## config.mk

```make
export PLATFORM = sky130hd
export DESIGN_NAME = scd_clock_ctrl
export DESIGN_NICKNAME = d
export VERILOG_FILES = /design/src/include/scd_pkg.sv /design/src/core/scd_clock_ctrl.sv
export VERILOG_INCLUDE_DIRS = /design/src /design/src/include
export SDC_FILE = /design/constraint.sdc
export NUM_CORES = 1
export LEC_CHECK = 0
export ABC_AREA = 1
export CORE_MARGIN = 1.5
export CORE_UTILIZATION = 53
export CTS_CLUSTER_SIZE = 25
export DETAILED_ROUTE_END_ITERATION = 8
export DONT_BUFFER_PORTS = 1
export PLACE_DENSITY_LB_ADDON = 0.12
export SYNTH_ARGS = -nofsm -noshare
export SYNTH_HDL_FRONTEND = slang
export SYNTH_SLANG_ARGS = --single-unit
```

## constraint.sdc

```tcl
create_clock -name clk -period 1.2 [get_ports clk]
set_input_delay 0.12 -clock clk [delete_from_list [all_inputs] [get_ports clk]]
set_output_delay 0.12 -clock clk [all_outputs]
set_load 0.01 [all_outputs]
```

## src/include/scd_regs.svh

```systemverilog
// Register offsets, field positions, reset values and the rule summary for sample clock control
// Function
// - Threshold field: code 01 for 300 MSPS and above, 11 below; resets to 01.
// - Status bit 0 reads 1 when input clock detected and locked, else 0.
// - First stabilizer: bit 0 powers up, bit 1 enables; power up first.
// - Second stabilizer: same layout and same power-up-before-enable order.
// - Flag reset bit 6 at 1 holds setup and hold flags cleared; 0 runs normally.
`ifndef SCD_REGS_SVH
`define SCD_REGS_SVH

// ****************************************
// Offsets
// ****************************************
`define SCD_ADDR_W 16
`define SCD_OFF_DET_CTL 16'h011a
`define SCD_OFF_DET_STAT 16'h011b
`define SCD_OFF_DCS1 16'h011c
`define SCD_OFF_DCS2 16'h011e
`define SCD_OFF_DCS3 16'h011f
`define SCD_OFF_SREF_CTL 16'h0120
`define SCD_OFF_SREF_STAT 16'h0128

// ****************************************
// Reset values and write masks
// ****************************************
`define SCD_RST_DET_CTL 8'h09
`define SCD_RST_DCS1 8'h08
`define SCD_RST_DCS2 8'h88
`define SCD_RST_DCS3 8'h84
`define SCD_RST_SREF_CTL 8'h00
`define SCD_WMASK_SREF_CTL 8'h5e

// ****************************************
// Fields and codes
// ****************************************
`define SCD_THR_LSB 3
`define SCD_THR_HIGH_RATE 2'h1
`define SCD_THR_LOW_RATE 2'h3
`define SCD_STAB_PWR_BIT 0
`define SCD_STAB_EN_BIT 1
`define SCD_DCS3_ON 8'h81
`define SCD_SREF_FRST_BIT 6

`endif

```

## src/include/scd_pkg.sv

```systemverilog
// Types shared by the sample clock control block
package scd_pkg;

  typedef struct packed {
    logic [1:0] threshold;
    logic dcs1_power;
    logic dcs1_active;
    logic dcs2_power;
    logic dcs2_active;
    logic dcs3_active;
    logic [7:0] dcs3_code;
  } scd_clk_ctl_t;

  typedef struct packed {
    logic [7:0] det_ctl;
    logic [7:0] dcs1;
    logic [7:0] dcs2;
    logic [7:0] dcs3;
    logic [7:0] sref_ctl;
    logic [2:0] det_sync;
    logic det_seen;
    logic setup_err;
    logic hold_err;
    logic [7:0] rdata;
    scd_clk_ctl_t ctl_out;
  } scd_state_t;

endpackage

```

## src/core/scd_clock_ctrl.sv

```systemverilog
// Sample clock detection, duty-cycle stabilizer and flag-reset control registers
//
// The implementer's own choice: the strobed register port.
`timescale 1ns/1ns
`include "scd_regs.svh"

module scd_clock_ctrl
  import scd_pkg::*;
(
  input wire logic clk,
  input wire logic rst,
  input wire logic [`SCD_ADDR_W-1:0] addr,
  input wire logic [7:0] wdata,
  input wire logic wr,
  input wire logic rd,
  output logic [7:0] rdata,
  input wire logic clk_detect_pin,
  input wire logic setup_err_evt,
  input wire logic hold_err_evt,
  output scd_clk_ctl_t clk_ctl,
  output logic clk_locked,
  output logic setup_err_flag,
  output logic hold_err_flag
);

  scd_state_t s_q;
  scd_state_t s_d;
  logic frst;

  // ****************************************
  // Next state
  // ****************************************
  always_comb begin
    s_d = s_q;
    frst = s_q.sref_ctl[`SCD_SREF_FRST_BIT];

    // ****************************************
    // Register writes
    // ****************************************
    if (wr) begin
      unique case (addr)
        `SCD_OFF_DET_CTL: s_d.det_ctl = wdata;
        `SCD_OFF_DCS1: s_d.dcs1 = wdata;
        `SCD_OFF_DCS2: s_d.dcs2 = wdata;
        `SCD_OFF_DCS3: s_d.dcs3 = wdata;
        `SCD_OFF_SREF_CTL: s_d.sref_ctl = wdata & `SCD_WMASK_SREF_CTL;
        default: s_d.det_ctl = s_q.det_ctl;
      endcase
    end

    // ****************************************
    // Detector pin filter
    // ****************************************
    // Pin filter: a change counts once stages two and three agree
    s_d.det_sync = {s_q.det_sync[1:0], clk_detect_pin};
    if (s_q.det_sync[1] == s_q.det_sync[2]) begin
      s_d.det_seen = s_q.det_sync[2];
    end

    // ****************************************
    // Error flags
    // ****************************************
    // Flag reset is a hold, so it overrides any event in the same cycle
    if (frst) begin
      s_d.setup_err = 1'b0;
      s_d.hold_err = 1'b0;
    end else begin
      s_d.setup_err = s_q.setup_err | setup_err_evt;
      s_d.hold_err = s_q.hold_err | hold_err_evt;
    end

    // ****************************************
    // Read data
    // ****************************************
    s_d.rdata = 8'h00;
    if (rd) begin
      unique case (addr)
        `SCD_OFF_DET_CTL: s_d.rdata = s_q.det_ctl;
        `SCD_OFF_DET_STAT: s_d.rdata = {7'h00, s_q.det_seen};
        `SCD_OFF_DCS1: s_d.rdata = s_q.dcs1;
        `SCD_OFF_DCS2: s_d.rdata = s_q.dcs2;
        `SCD_OFF_DCS3: s_d.rdata = s_q.dcs3;
        `SCD_OFF_SREF_CTL: s_d.rdata = s_q.sref_ctl;
        `SCD_OFF_SREF_STAT: s_d.rdata = {6'h00, s_q.hold_err, s_q.setup_err};
        default: s_d.rdata = 8'h00;
      endcase
    end

    // ****************************************
    // Control outputs
    // ****************************************
    // A stage left powered down stays bypassed even if its enable is set
    s_d.ctl_out.threshold = s_q.det_ctl[`SCD_THR_LSB +: 2];
    s_d.ctl_out.dcs1_power = s_q.dcs1[`SCD_STAB_PWR_BIT];
    s_d.ctl_out.dcs1_active = s_q.dcs1[`SCD_STAB_EN_BIT] & s_q.dcs1[`SCD_STAB_PWR_BIT];
    s_d.ctl_out.dcs2_power = s_q.dcs2[`SCD_STAB_PWR_BIT];
    s_d.ctl_out.dcs2_active = s_q.dcs2[`SCD_STAB_EN_BIT] & s_q.dcs2[`SCD_STAB_PWR_BIT];
    s_d.ctl_out.dcs3_active = (s_q.dcs3 == `SCD_DCS3_ON);
    s_d.ctl_out.dcs3_code = s_q.dcs3;
  end

  // ****************************************
  // State register
  // ****************************************
  always_ff @(posedge clk) begin
    if (rst) begin
      s_q <= '0;
      s_q.det_ctl <= `SCD_RST_DET_CTL;
      s_q.dcs1 <= `SCD_RST_DCS1;
      s_q.dcs2 <= `SCD_RST_DCS2;
      s_q.dcs3 <= `SCD_RST_DCS3;
      s_q.sref_ctl <= `SCD_RST_SREF_CTL;
      s_q.ctl_out.threshold <= `SCD_THR_HIGH_RATE;
      s_q.ctl_out.dcs3_code <= `SCD_RST_DCS3;
    end else begin
      s_q <= s_d;
    end
  end

  assign rdata = s_q.rdata;
  assign clk_ctl = s_q.ctl_out;
  assign clk_locked = s_q.det_seen;
  assign setup_err_flag = s_q.setup_err;
  assign hold_err_flag = s_q.hold_err;

  // ****************************************
  // Checks: register bus
  // ****************************************
  a_thr_follows_write: assert property (@(posedge clk) disable iff (rst)
    wr && addr == `SCD_OFF_DET_CTL |-> ##2 clk_ctl.threshold == $past(wdata[`SCD_THR_LSB +: 2], 2))
    else $error("threshold output does not follow written field");

  a_status_readback: assert property (@(posedge clk) disable iff (rst)
    rd && addr == `SCD_OFF_DET_STAT |=> rdata == {7'h00, $past(clk_locked)})
    else $error("clock status read does not match locked state");

  a_rdata_idle: assert property (@(posedge clk) disable iff (rst)
    !rd |=> rdata == 8'h00)
    else $error("read data not zero outside a read answer");

  a_thr_write_only: assert property (@(posedge clk) disable iff (rst)
    !(wr && addr == `SCD_OFF_DET_CTL) |=> $stable(s_q.det_ctl))
    else $error("detection control changed without a write");

  a_sref_mask_held: assert property (@(posedge clk) disable iff (rst)
    (s_q.sref_ctl & ~`SCD_WMASK_SREF_CTL) == 8'h00)
    else $error("read-only bit of flag reset control set");

  // ****************************************
  // Checks: detector pin
  // ****************************************

  a_lock_needs_agree: assert property (@(posedge clk) disable iff (rst)
    $rose(clk_locked) |-> $past(s_q.det_sync[1]) && $past(s_q.det_sync[2]))
    else $error("lock rose without two agreeing samples");

  a_lock_fall_agree: assert property (@(posedge clk) disable iff (rst)
    $fell(clk_locked) |-> !$past(s_q.det_sync[1]) && !$past(s_q.det_sync[2]))
    else $error("lock fell without two agreeing samples");

  a_lock_hold_still: assert property (@(posedge clk) disable iff (rst)
    s_q.det_sync[1] != s_q.det_sync[2] |=> $stable(clk_locked))
    else $error("lock changed while filter stages disagree");

  // ****************************************
  // Checks: stabilizers
  // ****************************************

  a_dcs1_order: assert property (@(posedge clk) disable iff (rst)
    clk_ctl.dcs1_active |-> clk_ctl.dcs1_power)
    else $error("first stabilizer enabled while powered down");

  a_dcs2_order: assert property (@(posedge clk) disable iff (rst)
    wr && addr == `SCD_OFF_DCS2 && wdata[1:0] == 2'h3 |-> ##2 clk_ctl.dcs2_active && clk_ctl.dcs2_power)
    else $error("second stabilizer not active after power and enable");

  a_dcs1_power_follows: assert property (@(posedge clk) disable iff (rst)
    wr && addr == `SCD_OFF_DCS1 |-> ##2 clk_ctl.dcs1_power == $past(wdata[`SCD_STAB_PWR_BIT], 2))
    else $error("first stabilizer power does not follow write");

  a_dcs2_power_follows: assert property (@(posedge clk) disable iff (rst)
    wr && addr == `SCD_OFF_DCS2 |-> ##2 clk_ctl.dcs2_power == $past(wdata[`SCD_STAB_PWR_BIT], 2))
    else $error("second stabilizer power does not follow write");

  a_dcs1_write_only: assert property (@(posedge clk) disable iff (rst)
    !(wr && addr == `SCD_OFF_DCS1) |=> $stable(s_q.dcs1))
    else $error("first stabilizer control changed without a write");

  a_dcs2_write_only: assert property (@(posedge clk) disable iff (rst)
    !(wr && addr == `SCD_OFF_DCS2) |=> $stable(s_q.dcs2))
    else $error("second stabilizer control changed without a write");

  a_dcs3_exact_code: assert property (@(posedge clk) disable iff (rst)
    clk_ctl.dcs3_active == (clk_ctl.dcs3_code == `SCD_DCS3_ON))
    else $error("third stabilizer state does not match its code");

  // ****************************************
  // Checks: error flags
  // ****************************************

  a_flags_held: assert property (@(posedge clk) disable iff (rst)
    s_q.sref_ctl[`SCD_SREF_FRST_BIT] |=> !setup_err_flag && !hold_err_flag)
    else $error("error flags set while held in reset");

  a_flag_sets: assert property (@(posedge clk) disable iff (rst)
    !s_q.sref_ctl[`SCD_SREF_FRST_BIT] && setup_err_evt |=> setup_err_flag)
    else $error("setup error event lost");

  a_hold_flag_sets: assert property (@(posedge clk) disable iff (rst)
    !s_q.sref_ctl[`SCD_SREF_FRST_BIT] && hold_err_evt |=> hold_err_flag)
    else $error("hold error event lost");

  a_setup_flag_sticky: assert property (@(posedge clk) disable iff (rst)
    !s_q.sref_ctl[`SCD_SREF_FRST_BIT] && setup_err_flag |=> setup_err_flag)
    else $error("setup error flag cleared while flag reset off");

  a_hold_flag_sticky: assert property (@(posedge clk) disable iff (rst)
    !s_q.sref_ctl[`SCD_SREF_FRST_BIT] && hold_err_flag |=> hold_err_flag)
    else $error("hold error flag cleared while flag reset off");

  a_flag_status_read: assert property (@(posedge clk) disable iff (rst)
    rd && addr == `SCD_OFF_SREF_STAT |=> rdata == {6'h00, $past(hold_err_flag), $past(setup_err_flag)})
    else $error("flag status read does not match flags");

  // ****************************************
  // Checks: reset
  // ****************************************

  a_reset_outputs: assert property (@(posedge clk)
    rst |=> clk_ctl.threshold == `SCD_THR_HIGH_RATE && clk_ctl.dcs3_code == `SCD_RST_DCS3 && rdata == 8'h00)
    else $error("control outputs wrong after reset");

  a_reset_flags: assert property (@(posedge clk)
    rst |=> !clk_locked && !setup_err_flag && !hold_err_flag)
    else $error("status outputs not cleared by reset");

endmodule

```

==> metrics.yaml <==
clocking:
  cts-root-buf: "clkbuf_8"
  post-cts-setup-buffers: 0
  h-tree-depth: 3
  clk_path_buf_depth: 2
  clk_latency_ns: 0.34
  cts_tree: "yes"
  numCtsBuffers: 9
  clk_pin_slew_ns: 0.07
  cts.sinks: 66
timing:
  finalClockSkew_ns: 0.00568
  tightestPinTransition_ns: 0.598
  finalSetupViolCount: 0
  fmax_mhz: 869
  relSlewSlack_pct: 60.2
  slew_viol_final: 0
  hold_viol: 0
  rsz0062_at_grt: "false"
  period_needed_ns: 1.15
  finalCritPeriodShare_pct: 95.9
synthesis:
  synth_area_sq_um: 2960
  ys_warn_count: 0
  ys_top_cells_by_area: "dfxtp_1 45%, nor2_1 11%, nand2_1 8.5%, nand3_1 6.1%, buf_4 6.1%"
  syn_area_per_cell_sq_um: 7.43
  synthCells: 399
  synth_top_area_cell: "dfxtp_1"
  netlist.area_leader.share_pct: 44.6
  synth-seq-cells: 66
  yosysSeqAreaShare_pct: 44.6
  synth.distinct_cells: 25
  synthesis.nets: 430
global_routing:
  grt_overflow_total: 0
  antenna_found_initial: 0
  grt_pass1_wl_um: 11800
  grt_usage_pct: 25.7
  grt_pass1_vias: 2450
  grt_start_max_net_pins: 32
setup_path:
  end_kind: "register"
  worst_setup_path_start_kind: "register"
  slowest_delay_ns: 0.56
  ff2ff_setup_slack_ns: 0.05
  criticalPathCategory: "register to register"
  cp_cell_sequence: "inv_1 > nor2_1 > dlygate4sd3_1"
  crit_slowest_cell: "dlygate4sd3_1"
  arrival_ns: 1.44
  required_ns: 1.48
  cp_max_fo: 3
cells_and_area:
  fin_nets: 444
  drive_above_1_share_pct: 15.6
  instances_no_fill: 490
  fillCellCount: 512
  syn_to_final_growth_pct: 15.5
  fin_area_sq_um: 3420
  diodes: 0
floorplanning:
  die-area_sq_um: 6050
  die_h_um: 77.8
  die_width_um: 77.8
  design.core.area_sq_um: 5440
  io_pins: 57
  row_count: 27
  start_util_pct: 54.5
pwr:
  leakagePower_nw: 1.58
  p_clk_share_pct: 51.1
  vdd_drop_max_mv: 1.20
  switching_share_pct: 20.5
  p_int_mw: 3.84
  power_switching_mw: 0.994
  cellPowerDensity_nw_per_um2: 1410
  seq_power_share_pct: 45.5
  comb_power_share_pct: 3.3
worst_hold_path:
  hp-class: "input pin to register"
routing:
  post-route-drc-count: 0
  num_vias: 2526
  routedWlPerCell_um: 14.8
  drtPass1Iterations: 4
  postRouteWirelength_um: 7260
  dr.first_iter.drc_count: 171
  ant_nets: 0
  viasPerCell: 5.16
placed_design:
  place_hpwl_um: 5120
  place_area_sq_um: 2920
  gp_congestion: 0.896
  dp_cells: 451
  portBuffers: 0
run:
  maxCapViolations: 0
outcome:
  status: "finished clean"
## power groups by stage
| stage | registers [mW] | clock network [mW] | logic, mW |
|---|---|---|---|
| global route | 2.20 | 2.58 | 0.177 |
| global placement | 2.26 | 0 | 0.0917 |
| detailed placement | 2.26 | 0 | 0.0934 |
| CTS | 2.21 | 2.51 | 0.160 |
| finish | 2.20 | 2.47 | 0.161 |
| floorplan | 2.26 | 0 | 0.0883 |
## path summary, 6_finish.rpt
check	startpoint	endpoint	depth (start not counted)
setup reg to reg	s_d[6]	clk_ctl[6]	3
setup / recovery	s_d[6]	clk_ctl[6]	3
hold / removal	rd	rdata[1]	2
hold reg to reg	s_d[3]	clk_ctl[8]	1
## layer usage
layer / GRT usage, % / share of wire, % / up-vias
met5: 0 / 0 / -
met4: 11.1 / 2.3 / 0
met3: 7.53 / 8.8 / 15
met2: 43.1 / 48 / 101
met1: 30.2 / 41 / 1155
li1: - / - / 1255
## area by class of cell
cell class / instances / area, sq um / area share (%)
Sequential cell: 66 / 1330 / 38.9
Multi-Input combinational cell: 265 / 1250 / 36.4
Timing Repair Buffer: 36 / 355 / 10.4
Clock inverter: 7 / 141 / 4.13
Inverter: 35 / 135 / 3.95
Clock buffer: 9 / 124 / 3.62
Tap cell: 72 / 90.1 / 2.63
## kinds of logic (layout without fill, tap and decap cells)
logic type,after synthesis,in the layout,synth area share (%)
AND/OR/NAND/NOR,225,225,35.3
buffers and inverters,68,87,13.3
flip-flops,66,66,44.6
AO/OA/AOI/OAI,40,40,6.76
## cell usage in the layout (no fill, tap or decap), drive strengths merged
cell,n
a21oi,10
buf,13
bufinv,4
clkbuf,9
clkinv,3
clkinvlp,1
dfxtp,66
dlygate4sd3,22
dlymetal6s4s,1
inv,34
nand2,74
nand3,36
nand4,2
nor2,104
nor3,6
nor4,1
o21ai,30
or2,2
## worst max-delay path, delay by kind of cell, from the launching register on
kind                   cells  cell delay (ns)
buffers and inverters      2             0.63
AND/OR/NAND/NOR            1             0.10
flip-flops                 1             0.36
## Yosys cell counts, drive strengths merged
cell / count
a21oi: 10
buf: 30
clkbuf: 3
clkinv: 1
dfxtp: 66
inv: 34
nand2: 74
nand3: 36
nand4: 2
nor2: 104
nor3: 6
nor4: 1
o21ai: 30
or2: 2
## flip-flops by register name (all words and copies together), names as in the netlist
name	cells
s_q	25
clk_ctl	15
s_d	14
rdata	8
clk_locked	1
frst	1
hold_err_flag	1
setup_err_flag	1
## timing repair
action | in CTS | in global routing
endpoints found under the hold margin | 56 | 0
hold buffers | 23 | 0
setup endpoints to repair | 0 | 7
resized for setup | 0 | 8
## metrics by stage
stage | worst slack, ns | TNS (ns) | hold WS [ns] | power, mW | util [%]
after global routing | 0.0179 | 0 | 0.0958 | 4.96 | 62.9
after CTS | 0.0457 | 0 | 0.0790 | 4.87 | 62.7
after floorplan | 0.0510 | 0 | 0.227 | 2.34 | -
final | 0.0495 | 0 | 0.0865 | 4.84 | 62.9
after detailed placement | -0.0658 | -0.702 | 0.196 | 2.35 | 53.6
after global placement | -0.0145 | -0.0776 | 0.193 | 2.35 | 53.6
(Power assumes the default switching activity.)
